$ cat src/ufc_consts.svh
// constants of the uart fifo control block
`ifndef UFC_CONSTS_SVH
`define UFC_CONSTS_SVH
// register byte addresses
`define UFC_ADDR_SETUP 12'h000
`define UFC_ADDR_STATUS 12'h004
`define UFC_ADDR_IRQ_STAT 12'h008
`define UFC_ADDR_IRQ_CLR 12'h00C
`define UFC_ADDR_IRQ_EN 12'h010
// setup field positions
`define UFC_BIT_FEN 0
`define UFC_BIT_RXCLR 1
`define UFC_BIT_TXCLR 2
`define UFC_BIT_DMA 3
`define UFC_BIT_THR_LSB 6
`define UFC_BIT_THR_MSB 7
// setup reset value
`define UFC_SETUP_RESET 8'h00
// trigger levels in bytes
`define UFC_TRIG_1 5'h01
`define UFC_TRIG_4 5'h04
`define UFC_TRIG_8 5'h08
`define UFC_TRIG_14 5'h0E
// interrupt event bits
`define UFC_EV_TRIG 0
`define UFC_EV_TXEMPTY 1
`define UFC_EV_OVERRUN 2
`define UFC_EV_W 3
// status field positions
`define UFC_STAT_RX_LSB 8
`define UFC_STAT_TX_LSB 16
`endif

$ cat src/ufc_pkg.sv
// types of the uart fifo control block
package ufc_pkg;
  // receive ready state in block mode
  typedef enum logic [0:0] {UFC_RX_IDLE, UFC_RX_ACTIVE} ufc_rx_state_t;
endpackage

$ cat src/ufc_fifo_ctrl.sv
// fifo control, dma ready pins and apb registers of the uart
//
// Added by the designer: the placing of the registers and the APB register port.
`timescale 1ns/1ps
`include "ufc_consts.svh"

// How it works
// receive interrupt when count equals trigger level
// receive fifo keeps filling until full
// setup bit 3 picks dma mode
// mode 0 tx ready low while empty
// mode 0 rx ready low while data held
// mode 1 tx ready high full, low empty
// mode 1 rx ready low at trigger/timeout
// setup bit 2 empties transmit fifo
// setup bit 1 empties receive fifo
// clear bits return to zero by themselves
// setup bit 0 enables both fifos
// other bits written only with enable set
// trigger codes give 1,4,8,14 bytes
// receive interrupt drops below trigger level
// mode 1 tx ready holds between full/empty
// all setup fields zero after reset
module ufc_fifo_ctrl import ufc_pkg::*; #(
  parameter int DEPTH = 16,
  parameter int WIDTH = 8
) (
  // clock and reset
  input wire logic CLK_I,
  input wire logic RST_I,
  // apb slave
  input wire logic PSEL_I,
  input wire logic PENABLE_I,
  input wire logic PWRITE_I,
  input wire logic [11:0] PADDR_I,
  input wire logic [31:0] PWDATA_I,
  output logic [31:0] PRDATA_O,
  output logic PREADY_O,
  output logic PSLVERR_O,
  // transmit side: host load, serializer take
  input wire logic TX_LOAD_I,
  input wire logic [WIDTH-1:0] TX_DATA_I,
  input wire logic TX_TAKE_I,
  output logic [WIDTH-1:0] TX_HEAD_O,
  output logic TX_HAS_DATA_O,
  // receive side: deserializer store, host read
  input wire logic RX_STORE_I,
  input wire logic [WIDTH-1:0] RX_DATA_I,
  input wire logic RX_READ_I,
  input wire logic RX_TIMEOUT_I,
  output logic [WIDTH-1:0] RX_HEAD_O,
  // dma ready pins and interrupts
  output logic TX_SPACE_AVAIL_N_O,
  output logic RX_CHAR_AVAIL_N_O,
  output logic RX_DATA_IRQ_O,
  output logic IRQ_O
);
  localparam int AW = $clog2(DEPTH);
  localparam logic [AW:0] FULL_CNT = (AW+1)'(DEPTH);

  // ************************************************************
  // register state
  // ************************************************************
  logic [7:0] fifo_setup, next_fifo_setup; // enable, dma, threshold; clear bits read 0
  logic tx_clear, rx_clear, next_tx_clear, next_rx_clear; // one-cycle clear pulses
  logic [`UFC_EV_W-1:0] irq_stat, next_irq_stat; // sticky events
  logic [`UFC_EV_W-1:0] irq_en, next_irq_en;
  logic [31:0] next_prdata;
  logic next_pready, next_pslverr;
  logic wr_acc, fen, dma1; // write access phase, fifos enabled, block mode

  assign wr_acc = PSEL_I && PENABLE_I && PWRITE_I && !PREADY_O;
  assign fen = fifo_setup[`UFC_BIT_FEN];
  assign dma1 = fen && fifo_setup[`UFC_BIT_DMA];

  // ************************************************************
  // fifo storage
  // ************************************************************
  logic [WIDTH-1:0] tx_mem [DEPTH], rx_mem [DEPTH]; // transmit and receive storage
  logic [AW-1:0] tx_wp, tx_rp, rx_wp, rx_rp, next_tx_wp, next_tx_rp, next_rx_wp, next_rx_rp;
  logic [AW:0] tx_cnt, rx_cnt, next_tx_cnt, next_rx_cnt;
  logic [AW:0] cap; // 1 when single-character mode
  logic tx_push, tx_pop, rx_push, rx_pop;
  logic [4:0] trig; // trigger level bytes

  // capacity shrinks to one holding register when disabled
  assign cap = fen ? FULL_CNT : (AW+1)'(1);
  assign tx_push = TX_LOAD_I && (tx_cnt < cap) && !tx_clear;
  assign tx_pop = TX_TAKE_I && (tx_cnt != '0) && !tx_clear;
  // stores continue past the trigger until full
  assign rx_push = RX_STORE_I && (rx_cnt < cap) && !rx_clear;
  assign rx_pop = RX_READ_I && (rx_cnt != '0) && !rx_clear;

  // trigger level decode
  always_comb begin
    unique case (fifo_setup[`UFC_BIT_THR_MSB:`UFC_BIT_THR_LSB])
      2'b00: trig = `UFC_TRIG_1;
      2'b01: trig = `UFC_TRIG_4;
      2'b10: trig = `UFC_TRIG_8;
      2'b11: trig = `UFC_TRIG_14;
    endcase
  end

  // pointer and counter next values
  always_comb begin
    next_tx_wp = tx_wp;
    next_tx_rp = tx_rp;
    next_tx_cnt = tx_cnt;
    next_rx_wp = rx_wp;
    next_rx_rp = rx_rp;
    next_rx_cnt = rx_cnt;
    if (tx_clear) begin
      next_tx_wp = '0;
      next_tx_rp = '0;
      next_tx_cnt = '0;
    end else begin
      if (tx_push) next_tx_wp = AW'(tx_wp + 1'b1);
      if (tx_pop) next_tx_rp = AW'(tx_rp + 1'b1);
      next_tx_cnt = (AW+1)'(tx_cnt + tx_push - tx_pop);
    end
    if (rx_clear) begin
      next_rx_wp = '0;
      next_rx_rp = '0;
      next_rx_cnt = '0;
    end else begin
      if (rx_push) next_rx_wp = AW'(rx_wp + 1'b1);
      if (rx_pop) next_rx_rp = AW'(rx_rp + 1'b1);
      next_rx_cnt = (AW+1)'(rx_cnt + rx_push - rx_pop);
    end
  end

  // pointer registers
  always_ff @(posedge CLK_I or posedge RST_I) begin
    if (RST_I) begin
      tx_wp <= '0;
      tx_rp <= '0;
      tx_cnt <= '0;
      rx_wp <= '0;
      rx_rp <= '0;
      rx_cnt <= '0;
    end else begin
      tx_wp <= next_tx_wp;
      tx_rp <= next_tx_rp;
      tx_cnt <= next_tx_cnt;
      rx_wp <= next_rx_wp;
      rx_rp <= next_rx_rp;
      rx_cnt <= next_rx_cnt;
    end
  end

  // storage writes, no reset needed on data
  always_ff @(posedge CLK_I) begin
    if (tx_push) tx_mem[tx_wp] <= TX_DATA_I;
    if (rx_push) rx_mem[rx_wp] <= RX_DATA_I;
  end

  // ************************************************************
  // ready pins, interrupt condition, outputs
  // ************************************************************
  ufc_rx_state_t rx_state, next_rx_state; // block mode rx ready
  logic next_tx_rdy_n, next_rx_rdy_n, next_rx_irq, next_irq, next_tx_has;
  logic [WIDTH-1:0] next_tx_head, next_rx_head;

  // pin and flag next values computed from the new occupancy
  always_comb begin
    next_rx_state = rx_state;
    next_tx_rdy_n = TX_SPACE_AVAIL_N_O;
    if (!dma1) begin
      next_tx_rdy_n = (next_tx_cnt != '0);
      next_rx_rdy_n = (next_rx_cnt == '0);
      next_rx_state = UFC_RX_IDLE;
    end else begin
      if (next_tx_cnt == FULL_CNT) next_tx_rdy_n = 1'b1;
      else if (next_tx_cnt == '0) next_tx_rdy_n = 1'b0;
      // otherwise keep the old level // R15
      unique case (rx_state)
        UFC_RX_IDLE: begin
          if ((next_rx_cnt >= (AW+1)'(trig)) || (RX_TIMEOUT_I && next_rx_cnt != '0)) begin
            next_rx_state = UFC_RX_ACTIVE;
          end
        end
        UFC_RX_ACTIVE: begin
          if (next_rx_cnt == '0) next_rx_state = UFC_RX_IDLE;
        end
      endcase
      next_rx_rdy_n = (next_rx_state == UFC_RX_IDLE);
    end
    // condition follows occupancy both ways
    next_rx_irq = fen ? (next_rx_cnt >= (AW+1)'(trig)) : (next_rx_cnt != '0);
    next_tx_head = tx_mem[next_tx_rp];
    next_rx_head = rx_mem[next_rx_rp];
    next_tx_has = (next_tx_cnt != '0);
    next_irq = |(next_irq_stat & next_irq_en);
  end

  // pin registers
  always_ff @(posedge CLK_I or posedge RST_I) begin
    if (RST_I) begin
      rx_state <= UFC_RX_IDLE;
      TX_SPACE_AVAIL_N_O <= 1'b0;
      RX_CHAR_AVAIL_N_O <= 1'b1;
      RX_DATA_IRQ_O <= 1'b0;
      TX_HEAD_O <= '0;
      RX_HEAD_O <= '0;
      TX_HAS_DATA_O <= 1'b0;
      IRQ_O <= 1'b0;
    end else begin
      rx_state <= next_rx_state;
      TX_SPACE_AVAIL_N_O <= next_tx_rdy_n;
      RX_CHAR_AVAIL_N_O <= next_rx_rdy_n;
      RX_DATA_IRQ_O <= next_rx_irq;
      TX_HEAD_O <= next_tx_head;
      RX_HEAD_O <= next_rx_head;
      TX_HAS_DATA_O <= next_tx_has;
      IRQ_O <= next_irq;
    end
  end

  // ************************************************************
  // apb register file
  // ************************************************************
  logic [`UFC_EV_W-1:0] events; // event pulses
  logic rx_irq_rise;

  assign rx_irq_rise = next_rx_irq && !RX_DATA_IRQ_O;
  assign events = {RX_STORE_I && (rx_cnt == cap) && !rx_clear,
                   tx_pop && !tx_push && (tx_cnt == (AW+1)'(1)),
                   rx_irq_rise};

  // register next values
  always_comb begin
    next_fifo_setup = fifo_setup;
    next_tx_clear = 1'b0; // clear bits self-return after one cycle // R10
    next_rx_clear = 1'b0;
    next_irq_en = irq_en;
    next_irq_stat = irq_stat;
    next_prdata = '0;
    next_pready = 1'b0;
    next_pslverr = 1'b0;
    if (wr_acc && PADDR_I == `UFC_ADDR_IRQ_CLR) next_irq_stat = irq_stat & ~PWDATA_I[`UFC_EV_W-1:0];
    next_irq_stat = next_irq_stat | events; // set beats clear
    if (PSEL_I && PENABLE_I && !PREADY_O) begin
      next_pready = 1'b1;
      unique case (PADDR_I)
        `UFC_ADDR_SETUP: begin
          if (PWRITE_I) begin
            next_fifo_setup[`UFC_BIT_FEN] = PWDATA_I[`UFC_BIT_FEN];
            if (PWDATA_I[`UFC_BIT_FEN]) begin
              next_fifo_setup[`UFC_BIT_DMA] = PWDATA_I[`UFC_BIT_DMA];
              next_fifo_setup[`UFC_BIT_THR_MSB:`UFC_BIT_THR_LSB] =
                PWDATA_I[`UFC_BIT_THR_MSB:`UFC_BIT_THR_LSB];
              next_tx_clear = PWDATA_I[`UFC_BIT_TXCLR];
              next_rx_clear = PWDATA_I[`UFC_BIT_RXCLR];
            end
          end else next_prdata = {24'h00_0000, fifo_setup};
        end
        `UFC_ADDR_STATUS: if (!PWRITE_I) next_prdata =
          (32'(rx_cnt) << `UFC_STAT_RX_LSB) | (32'(tx_cnt) << `UFC_STAT_TX_LSB); // rx and tx occupancy
        `UFC_ADDR_IRQ_STAT: if (!PWRITE_I) next_prdata = 32'(irq_stat);
        `UFC_ADDR_IRQ_CLR: ;
        `UFC_ADDR_IRQ_EN: begin
          if (PWRITE_I) next_irq_en = PWDATA_I[`UFC_EV_W-1:0];
          else next_prdata = 32'(irq_en);
        end
        default: next_pslverr = 1'b1; // unmapped
      endcase
    end
  end

  // register flops
  always_ff @(posedge CLK_I or posedge RST_I) begin
    if (RST_I) begin
      fifo_setup <= `UFC_SETUP_RESET;
      tx_clear <= 1'b0;
      rx_clear <= 1'b0;
      irq_en <= '0;
      irq_stat <= '0;
      PRDATA_O <= '0;
      PREADY_O <= 1'b0;
      PSLVERR_O <= 1'b0;
    end else begin
      fifo_setup <= next_fifo_setup;
      tx_clear <= next_tx_clear;
      rx_clear <= next_rx_clear;
      irq_en <= next_irq_en;
      irq_stat <= next_irq_stat;
      PRDATA_O <= next_prdata;
      PREADY_O <= next_pready;
      PSLVERR_O <= next_pslverr;
    end
  end

  // ************************************************************
  // assertions
  // ************************************************************
  property p_trig_irq;
    @(posedge CLK_I) disable iff (RST_I) (fen && rx_cnt == (AW+1)'(trig) && $stable(fifo_setup)) |-> RX_DATA_IRQ_O;
  endproperty
  a_trig_irq: assert property (p_trig_irq) else $error("rx irq missing at trigger");
  property p_below_trig;
    @(posedge CLK_I) disable iff (RST_I) (fen && rx_cnt < (AW+1)'(trig) && $stable(fifo_setup)) |-> !RX_DATA_IRQ_O;
  endproperty
  a_below_trig: assert property (p_below_trig) else $error("rx irq stays below trigger");
  property p_rx_fill;
    @(posedge CLK_I) disable iff (RST_I) (fen && rx_cnt < FULL_CNT && RX_STORE_I && !rx_clear && !RX_READ_I)
      |=> rx_cnt == $past(rx_cnt) + 1'b1;
  endproperty
  a_rx_fill: assert property (p_rx_fill) else $error("rx store dropped before full");
  property p_m0_tx;
    @(posedge CLK_I) disable iff (RST_I) (!dma1 && !$past(dma1)) |-> (TX_SPACE_AVAIL_N_O == (tx_cnt != '0));
  endproperty
  a_m0_tx: assert property (p_m0_tx) else $error("mode 0 tx ready wrong");
  property p_m0_rx;
    @(posedge CLK_I) disable iff (RST_I) (!dma1 && !$past(dma1)) |-> (RX_CHAR_AVAIL_N_O == (rx_cnt == '0));
  endproperty
  a_m0_rx: assert property (p_m0_rx) else $error("mode 0 rx ready wrong");
  property p_m1_full;
    @(posedge CLK_I) disable iff (RST_I) (dma1 && $past(dma1) && tx_cnt == FULL_CNT) |-> TX_SPACE_AVAIL_N_O;
  endproperty
  a_m1_full: assert property (p_m1_full) else $error("mode 1 tx ready low when full");
  property p_m1_rx_hold;
    @(posedge CLK_I) disable iff (RST_I) (dma1 && $past(dma1) && !RX_CHAR_AVAIL_N_O)
      |=> (!RX_CHAR_AVAIL_N_O || rx_cnt == '0);
  endproperty
  a_m1_rx_hold: assert property (p_m1_rx_hold) else $error("mode 1 rx ready released early");
  property p_clear_tx;
    @(posedge CLK_I) disable iff (RST_I) tx_clear |=> (tx_cnt == '0 && !tx_clear);
  endproperty
  a_clear_tx: assert property (p_clear_tx) else $error("tx clear failed");
  property p_clear_rx;
    @(posedge CLK_I) disable iff (RST_I) rx_clear |=> (rx_cnt == '0 && !rx_clear);
  endproperty
  a_clear_rx: assert property (p_clear_rx) else $error("rx clear failed");
  property p_guard;
    @(posedge CLK_I) disable iff (RST_I) (wr_acc && PADDR_I == `UFC_ADDR_SETUP && !PWDATA_I[`UFC_BIT_FEN])
      |=> (fifo_setup[`UFC_BIT_DMA] == $past(fifo_setup[`UFC_BIT_DMA]) && !tx_clear && !rx_clear);
  endproperty
  a_guard: assert property (p_guard) else $error("setup written without enable");
  c_full: cover property (@(posedge CLK_I) rx_cnt == FULL_CNT);
  c_m1: cover property (@(posedge CLK_I) dma1 && !RX_CHAR_AVAIL_N_O);
  c_clr: cover property (@(posedge CLK_I) tx_clear && tx_cnt != '0);
endmodule // ufc_fifo_ctrl

$ cat config.mk
export PLATFORM = sky130hd
export DESIGN_NAME = ufc_fifo_ctrl
export DESIGN_NICKNAME = d
export VERILOG_FILES = /design/src/ufc_pkg.sv /design/src/ufc_fifo_ctrl.sv
export VERILOG_INCLUDE_DIRS = /design/src /design/src/src
export SDC_FILE = /design/constraint.sdc
export NUM_CORES = 1
export LEC_CHECK = 0
export BUFFER_PORTS_ARGS = -buffer_cell sky130_fd_sc_hd__buf_2
export CAP_MARGIN = 10
export CORE_MARGIN = 5
export CORE_UTILIZATION = 60
export DETAILED_ROUTE_END_ITERATION = 16
export GPL_TIMING_DRIVEN = 0
export PLACE_DENSITY = 0.8
export SKIP_CTS_REPAIR_TIMING = 1
export SYNTH_ARGS = -nofsm -noshare
export SYNTH_HDL_FRONTEND = slang
export SYNTH_SLANG_ARGS = --single-unit
$ cat constraint.sdc
create_clock -name CLK_I -period 4.5 [get_ports CLK_I]
set_clock_uncertainty 0.15 [all_clocks]
set_input_delay 0.675 -clock CLK_I [delete_from_list [all_inputs] [get_ports CLK_I]]
set_output_delay 0.675 -clock CLK_I [all_outputs]
set_load 0.01 [all_outputs]
==> Word level (Yosys, flattened, before mapping) <==
Memories as Yosys holds them, arrays and structs flattened. A register that Yosys moved wholly into a read port is not among the register bits.
Index checks and enable logic that the tools add are counted.
{ "totals": {"register_bits": 78, "ram_bits": 256, "input_bits": 70, "n_memories": 2} }
{ "memory_table": {"columns": ["memory", "words", "word_bits", "rd", "rd_clocked_by_memory_dff", "wr", "line_no", "source"], "rows": [
  ["rx_mem", 16, 8, 1, 1, 1, "ufc_fifo_ctrl.sv:79", "logic [WIDTH-1:0] tx_mem [DEPTH], rx_mem [DEPTH];"],
  ["tx_mem", 16, 8, 1, 1, 1, "ufc_fifo_ctrl.sv:79", null]
]} }
{ "classes": {"add_sub_neg": 8, "order_cmp": 3, "n_eq_ne": 11, "mux": 47, "n_bitwise": 7, "reduce_logical": 40} }
{ "op_table": {"columns": ["op", "count"], "rows": [
  ["one-hot mux 21 bit (4 select lines)", 1],
  ["two-way mux 21 bit", 2],
  ["two-way mux 4 bit", 8],
  ["== test 12 x 4 -> 1 bit, second input constant", 2],
  ["two-way mux 1 bit", 24],
  ["bitwise OR 13 x 21 -> 21 bit", 1],
  ["logical AND 1 bit", 20],
  ["one-hot mux 5 bit (4 select lines)", 1],
  ["nonzero test 5 bit", 4],
  ["two-way mux 3 bit", 6],
  ["adder 4 x 1 -> 4 bit, second input constant", 4],
  ["two-way mux 5 bit", 3],
  ["== test 12 x 3 -> 1 bit, second input constant", 1],
  ["== test 12 x 5 -> 1 bit, second input constant", 1],
  ["logical NOT 12 bit", 1],
  ["adder 5 x 1 -> 5 bit", 2],
  ["logical NOT 5 bit", 2],
  ["less-than comparator 5 bit", 2],
  ["subtractor 5 x 1 -> 5 bit", 2],
  ["two-way mux 8 bit", 1],
  ["bitwise AND 3 bit", 2],
  ["== test 5 x 1 -> 1 bit, second input constant", 1],
  ["== test 5 bit", 1],
  ["== test 5 bit, second input constant", 1],
  ["16 further kinds", 23]
]} }

==> Logic depth before layout (Yosys ltp) <==
{ "logic_depth": {"word_depth": 15, "depth_mapped": 19, "ltp_nobuf": 19} }

==> Worst setup path before layout <==
OpenSTA, ideal clock, no wires.
{ "synth_timing": {"path_kind": "register -> register", "from": "reg fifo_setup[0]", "to": "reg IRQ_O", "arrival_time_ps": 3678, "path_slack_ps": 546, "path_stages_with_launch": 19, "path_buffers": 1, "path_cell_list": "dfrtp_1 clkbuf_1 inv_1 ha_1 nand2b_1 a21oi_1 nand2_1 ha_1 inv_1 ha_1 inv_1 fa_1 xnor2_1 nor2_1 ha_1 nand2_1 o21ai_0 a211o_1 a221o_1"} }
{ "synth_between": {"elab_chain_cells": 13} }
{ "synth_rtl": {"columns": ["element", "line_no", "source"], "rows": [
  ["from (decl)", "ufc_fifo_ctrl.sv:64", "logic [7:0] fifo_setup, next_fifo_setup;"],
  ["from (signal assigned)", "ufc_fifo_ctrl.sv:273", "fifo_setup <= `UFC_SETUP_RESET;"],
  ["from (signal assigned)", "ufc_fifo_ctrl.sv:282", "fifo_setup <= next_fifo_setup;"],
  ["two-way mux 5 bit (*)", "ufc_fifo_ctrl.sv:87", "assign cap = fen ? FULL_CNT : (AW+1)'(1);"],
  ["less-than comparator 5 bit (*)", "ufc_fifo_ctrl.sv:91", "assign rx_push = RX_STORE_I && (rx_cnt < cap) && !rx_clear;"],
  ["logical AND 1 bit (*) (2 in series)", "ufc_fifo_ctrl.sv:91", null],
  ["adder 5 x 1 -> 5 bit (*)", "ufc_fifo_ctrl.sv:128", "next_rx_cnt = (AW+1)'(rx_cnt + rx_push - rx_pop);"],
  ["subtractor 5 x 1 -> 5 bit (*)", "ufc_fifo_ctrl.sv:128", null],
  ["two-way mux 5 bit (*)", "ufc_fifo_ctrl.sv:121", "if (rx_clear) begin"],
  ["via next_rx_cnt[2]", "ufc_fifo_ctrl.sv:81", "logic [AW:0] tx_cnt, rx_cnt, next_tx_cnt, next_rx_cnt;"],
  ["greater-or-equal comparator 5 bit / nonzero test 5 bit (equally long branches)", "ufc_fifo_ctrl.sv:189", "next_rx_irq = fen ? (next_rx_cnt >= (AW+1)'(trig)) : (next_rx_cnt != '0);"],
  ["two-way mux 1 bit (*)", "ufc_fifo_ctrl.sv:189", null],
  ["via next_rx_irq", "ufc_fifo_ctrl.sv:161", "logic next_tx_rdy_n, next_rx_rdy_n, next_rx_irq, next_irq, next_tx_has;"],
  ["logical AND 1 bit (*)", "ufc_fifo_ctrl.sv:225", "assign rx_irq_rise = next_rx_irq && !RX_DATA_IRQ_O;"],
  ["bitwise OR 3 bit (*)", "ufc_fifo_ctrl.sv:241", "next_irq_stat = next_irq_stat | events;"],
  ["bitwise AND 3 bit (*)", "ufc_fifo_ctrl.sv:193", "next_irq = |(next_irq_stat & next_irq_en);"],
  ["OR reduction 3 bit (*)", "ufc_fifo_ctrl.sv:193", null],
  ["via next_irq", "ufc_fifo_ctrl.sv:161", null],
  ["to (signal assigned)", "ufc_fifo_ctrl.sv:215", "IRQ_O <= next_irq;"],
  ["to (decl)", "ufc_fifo_ctrl.sv:56", "output logic IRQ_O"]
]} }
The timed path passes the listed nets; every way through them passes the cells marked *.
A chain may end at the register's enable or synchronous reset.

==> Final worst setup path <==
{ "layout_timing": {"from": "reg rx_cnt[2]", "to": "reg IRQ_O"} }
{ "layout_between": {"elab_chain_cells": 12} }
{ "layout_rtl": {"columns": ["element", "line_no", "source"], "rows": [
  ["from (decl)", "ufc_fifo_ctrl.sv:81", null],
  ["from (signal assigned)", "ufc_fifo_ctrl.sv:147", "rx_cnt <= next_rx_cnt;"],
  ["less-than comparator 5 bit", "ufc_fifo_ctrl.sv:91", null],
  ["logical AND 1 bit (2 in series)", "ufc_fifo_ctrl.sv:91", null],
  ["adder 5 x 1 -> 5 bit", "ufc_fifo_ctrl.sv:128", null],
  ["subtractor 5 x 1 -> 5 bit (*)", "ufc_fifo_ctrl.sv:128", null],
  ["two-way mux 5 bit (*)", "ufc_fifo_ctrl.sv:121", null],
  ["via next_rx_cnt[2]", "ufc_fifo_ctrl.sv:81", null],
  ["greater-or-equal comparator 5 bit / nonzero test 5 bit (equally long branches)", "ufc_fifo_ctrl.sv:189", null],
  ["two-way mux 1 bit (*)", "ufc_fifo_ctrl.sv:189", null],
  ["via next_rx_irq", "ufc_fifo_ctrl.sv:161", null],
  ["logical AND 1 bit (*)", "ufc_fifo_ctrl.sv:225", null],
  ["bitwise OR 3 bit (*)", "ufc_fifo_ctrl.sv:241", null],
  ["bitwise AND 3 bit (*)", "ufc_fifo_ctrl.sv:193", null],
  ["OR reduction 3 bit (*)", "ufc_fifo_ctrl.sv:193", null],
  ["via next_irq", "ufc_fifo_ctrl.sv:161", null]
]} }
Marked as above.

==> results.sh <==
export IMPL_drt_pass1_iterations=7
export IMPL_grt_start_max_net_pins=67
export IMPL_route_met3_wl_um=3710
export IMPL_placement_rows=58
export IMPL_outcome="completed"
export IMPL_post_route_period_util_pct=95.4
export IMPL_floorplan_initialDensity_pct=60.7
export IMPL_worst_setup_hold_path_clk_slew_ps=60
export IMPL_post_synth_top_area_share_pct=50.6
export IMPL_timing_fmax_ghz=0.233
export IMPL_start_kind="flop"
export IMPL_layout_overhead_on_the_synthesized_area_pct=13.3
export IMPL_synth_yosys_seq_area_share_pct=63.5
export IMPL_post_synth_top_count_cell="edfxtp_1"
export IMPL_synthCells=1123
export IMPL_fin_area_um2=17200
export IMPL_yosys_most_used_dff="edfxtp_1"
export IMPL_timing_worst_setup_path_type="reg -> reg"
export IMPL_max_cap_violations=0
export IMPL_num_antenna_cells=0
export IMPL_grt_antenna_before_repair=0
export IMPL_viasPerCell=6.58
export IMPL_first_global_vias=10300
export IMPL_gp_routability_congestion=0.947
export IMPL_routed_wl_met2_um=18400
export IMPL_worstSkewPairLatency_ps=520
export IMPL_drc=0
export IMPL_clock_tree_htree_level_count=2
export IMPL_tritoncts_clock_tree="done"
export IMPL_io_buffers=80
export IMPL_yosys_area_top_type="edfxtp_1"
export IMPL_ioPinCount=125
export IMPL_synthesis_area_um2=15200
export IMPL_drt_total_wl_um=38000
export IMPL_timing_max_slew_rel_slack_pct=24.9
export IMPL_tritoncts_num_buffers=35
export IMPL_wire_per_inst_um=23.6
export IMPL_power_leakage_nw=6.33
export IMPL_timing_critical_path_fanout_max=5
export IMPL_postSynthRegisterBits=334
export IMPL_setup_worst_path_end_class="flop"
export IMPL_post_route_min_period_ps=4290
export IMPL_netlist_top_cells_count="256 x edfxtp_1, 77 x dfrtp_1, 72 x nor2_1"
export IMPL_final_hold_violation_count=0
export IMPL_syn_area_cell_um2=13.5
export IMPL_worst_path_arrival_ps=4540
export IMPL_synth_area_leaders="edfxtp_1 51%, dfrtp_1 13%, a221oi_1 3.3%"
export IMPL_synth_warning_count=0
export IMPL_ant_nets=0
export IMPL_worst_pin_slew_ps=1120
export IMPL_async_s_r_ff_share_synth_pct=23.4
export IMPL_placed_cell_count=1549
export IMPL_critical_path_required_ps=4740
export IMPL_setup_viol=0
export IMPL_netlist_cell_type_count=84
export IMPL_worstPathCellList="inv_1 -> ha_1 -> or4b_1 -> nand2_1 -> nor2_1 -> ha_1 -> inv_1 -> ha_1 -> inv_1 -> fa_1 -> xnor2_1 -> nor2_1 -> ha_1 -> a21oi_1 -> o21ai_0 -> a211o_1 -> a221o_1"
export IMPL_critPathMostFrequentCell="ha_1"
export IMPL_cts_path_max_buffers=3
export IMPL_fill_cell_count=1691
export IMPL_grtUsageTotal_pct=26.2
export IMPL_post_synth_edffs=256
export IMPL_grt_first_pass_wirelength_um=57800
export IMPL_cts_root_buf="clkbuf_16"
export IMPL_fin_nets=1361
export IMPL_dp_final_hpwl_um=25700
export IMPL_grt_remaining_overflow=0
export IMPL_power_density_nw_per_um2=631
export IMPL_worst_hold_path_type="in -> reg"
export IMPL_crit_path_top_delay_cell="or4b_1"
export IMPL_core_area_um2=25000
export IMPL_floorplan_die_width_um=169
export IMPL_routed_via_count=10600
export IMPL_drv_slew=0
export IMPL_detailedRoute_firstIterationViolations=1193
export IMPL_cts_sinks=334
export IMPL_layout_cells_non_filler=1612
export IMPL_chipHeight_um=169
export IMPL_fp_dieArea_um2=28600
export IMPL_layout_cell_share_with_drive_strength_beyond_1_pct=16.5
export IMPL_wirelength_met1_um=14500
export IMPL_ir_worst_vdd_mv=0.408
export IMPL_setup_repair_after_global_routing_missed_its_margin="false"
export IMPL_top_signal_layer_used="met4"
export IMPL_cp_slowest_stage_delay_ps=490
export IMPL_postPlaceCellArea_um2=16100
-- critical path, delay by kind of cell (launching register included) --
family	cells	cell delay [ps]
flip-flops	1	400
AO/OA/AOI/OAI	4	1000
buffers and inverters	3	320
adder cells (fa/ha/maj)	5	1330
XOR/XNOR	1	220
AND/OR/NAND/NOR	4	760
-- state kept, by name, summed over array words and instances (netlist names), 3 cells and up --
name        flops
PRDATA_O       16
RX_HEAD_O       8
TX_HEAD_O       8
fifo_setup      4
irq_en          3
irq_stat        3
rx_cnt          5
rx_mem        128
rx_rp           4
rx_wp           4
tx_cnt          5
tx_mem        128
tx_rp           4
tx_wp           4
-- metal layers --
| layer | vias to the layer above | track usage [%] |
|---|---|---|
| met5 | - | 0 |
| met4 | 0 | 9.98 |
| met3 | 119 | 5.30 |
| met2 | 649 | 43.3 |
| met1 | 5186 | 34.7 |
| li1 | 4652 | - |
-- power by group --
| part | switching, W | internal, W |
|---|---|---|
| sequential | 0.000236 | 0.00368 |
| combinational | 0.00259 | 0.00161 |
| clock | 0.00118 | 0.00156 |
| total | 0.00400 | 0.00685 |
-- path summary, 6_finish.rpt --
| path | from | end | slack [ps] | depth (start not counted) |
|---|---|---|---|---|
| worst min register to register | fifo_setup[3] | RX_CHAR_AVAIL_N_O | 350 | 1 |
| max in group asynchronous | RST_I | RX_CHAR_AVAIL_N_O | 3090 | 4 |
| min in group asynchronous | RST_I | fifo_setup[6] | 490 | 3 |
| worst max register to register | rx_cnt[2] | IRQ_O | 210 | 17 |
| worst min-delay path | PWDATA_I[6] | fifo_setup[6] | 240 | 2 |
| worst max-delay path | rx_cnt[2] | IRQ_O | 210 | 17 |
-- stage by stage --
| stage | setup TNS (ps) | utilization [%] | hold WS, ps | worst slack [ps] | power, W |
|---|---|---|---|---|---|
| after floorplan | 0 | - | 288 | 546 | 0.00678 |
| final | 0 | 68.7 | 240 | 205 | 0.0108 |
| after global routing | 0 | 68.7 | 244 | 3.58 | 0.0114 |
| after detailed placement | -70.6 | 64.2 | 336 | -70.6 | 0.00800 |
| after CTS | -104 | 68.6 | -80.0 | -74.1 | 0.0108 |
| after global placement | 0 | 64.1 | 333 | 36.0 | 0.00785 |
-- cell families (layout without fill, tap and decap cells) --
group / count (synthesis) / in the layout / share of synthesized area [%]
flops: 334 / 334 / 63.5
compound gates: 288 / 288 / 14.4
simple gates: 281 / 281 / 10.2
buf+inv: 129 / 273 / 4.01
mux: 37 / 37 / 3.87
fa+ha+maj: 35 / 35 / 2.98
xor+xnor: 18 / 18 / 1.04
other cells: 1 / 16 / 0.0247
-- area by class of cell --
type | count | area [µm²] | share of cell area [%]
plain buffers | 88 | 457 | 2.65
well taps | 330 | 413 | 2.40
repair buffers | 82 | 438 | 2.55
clock inverters | 13 | 100 | 0.582
clock buffers | 50 | 995 | 5.78
inverters | 40 | 153 | 0.887
multi-input cells | 675 | 5010 | 29.1
flip-flops and latches | 334 | 9640 | 56.0
-- cells in the final DEF (no fill, tap or decap), drive strengths merged, types with 22 or more instances in the layout --
| cell | n |
|---|---|
| nor2 | 73 |
| clkbuf | 93 |
| a22oi | 34 |
| ha | 33 |
| a31oi | 26 |
| buf | 126 |
| o21bai | 22 |
| inv | 42 |
| a211oi | 41 |
| edfxtp | 256 |
| a221oi | 58 |
| a21oi | 46 |
| or3 | 59 |
| dfrtp | 77 |
| nand2 | 34 |
| and3 | 30 |
(Power assumes the default switching activity.)
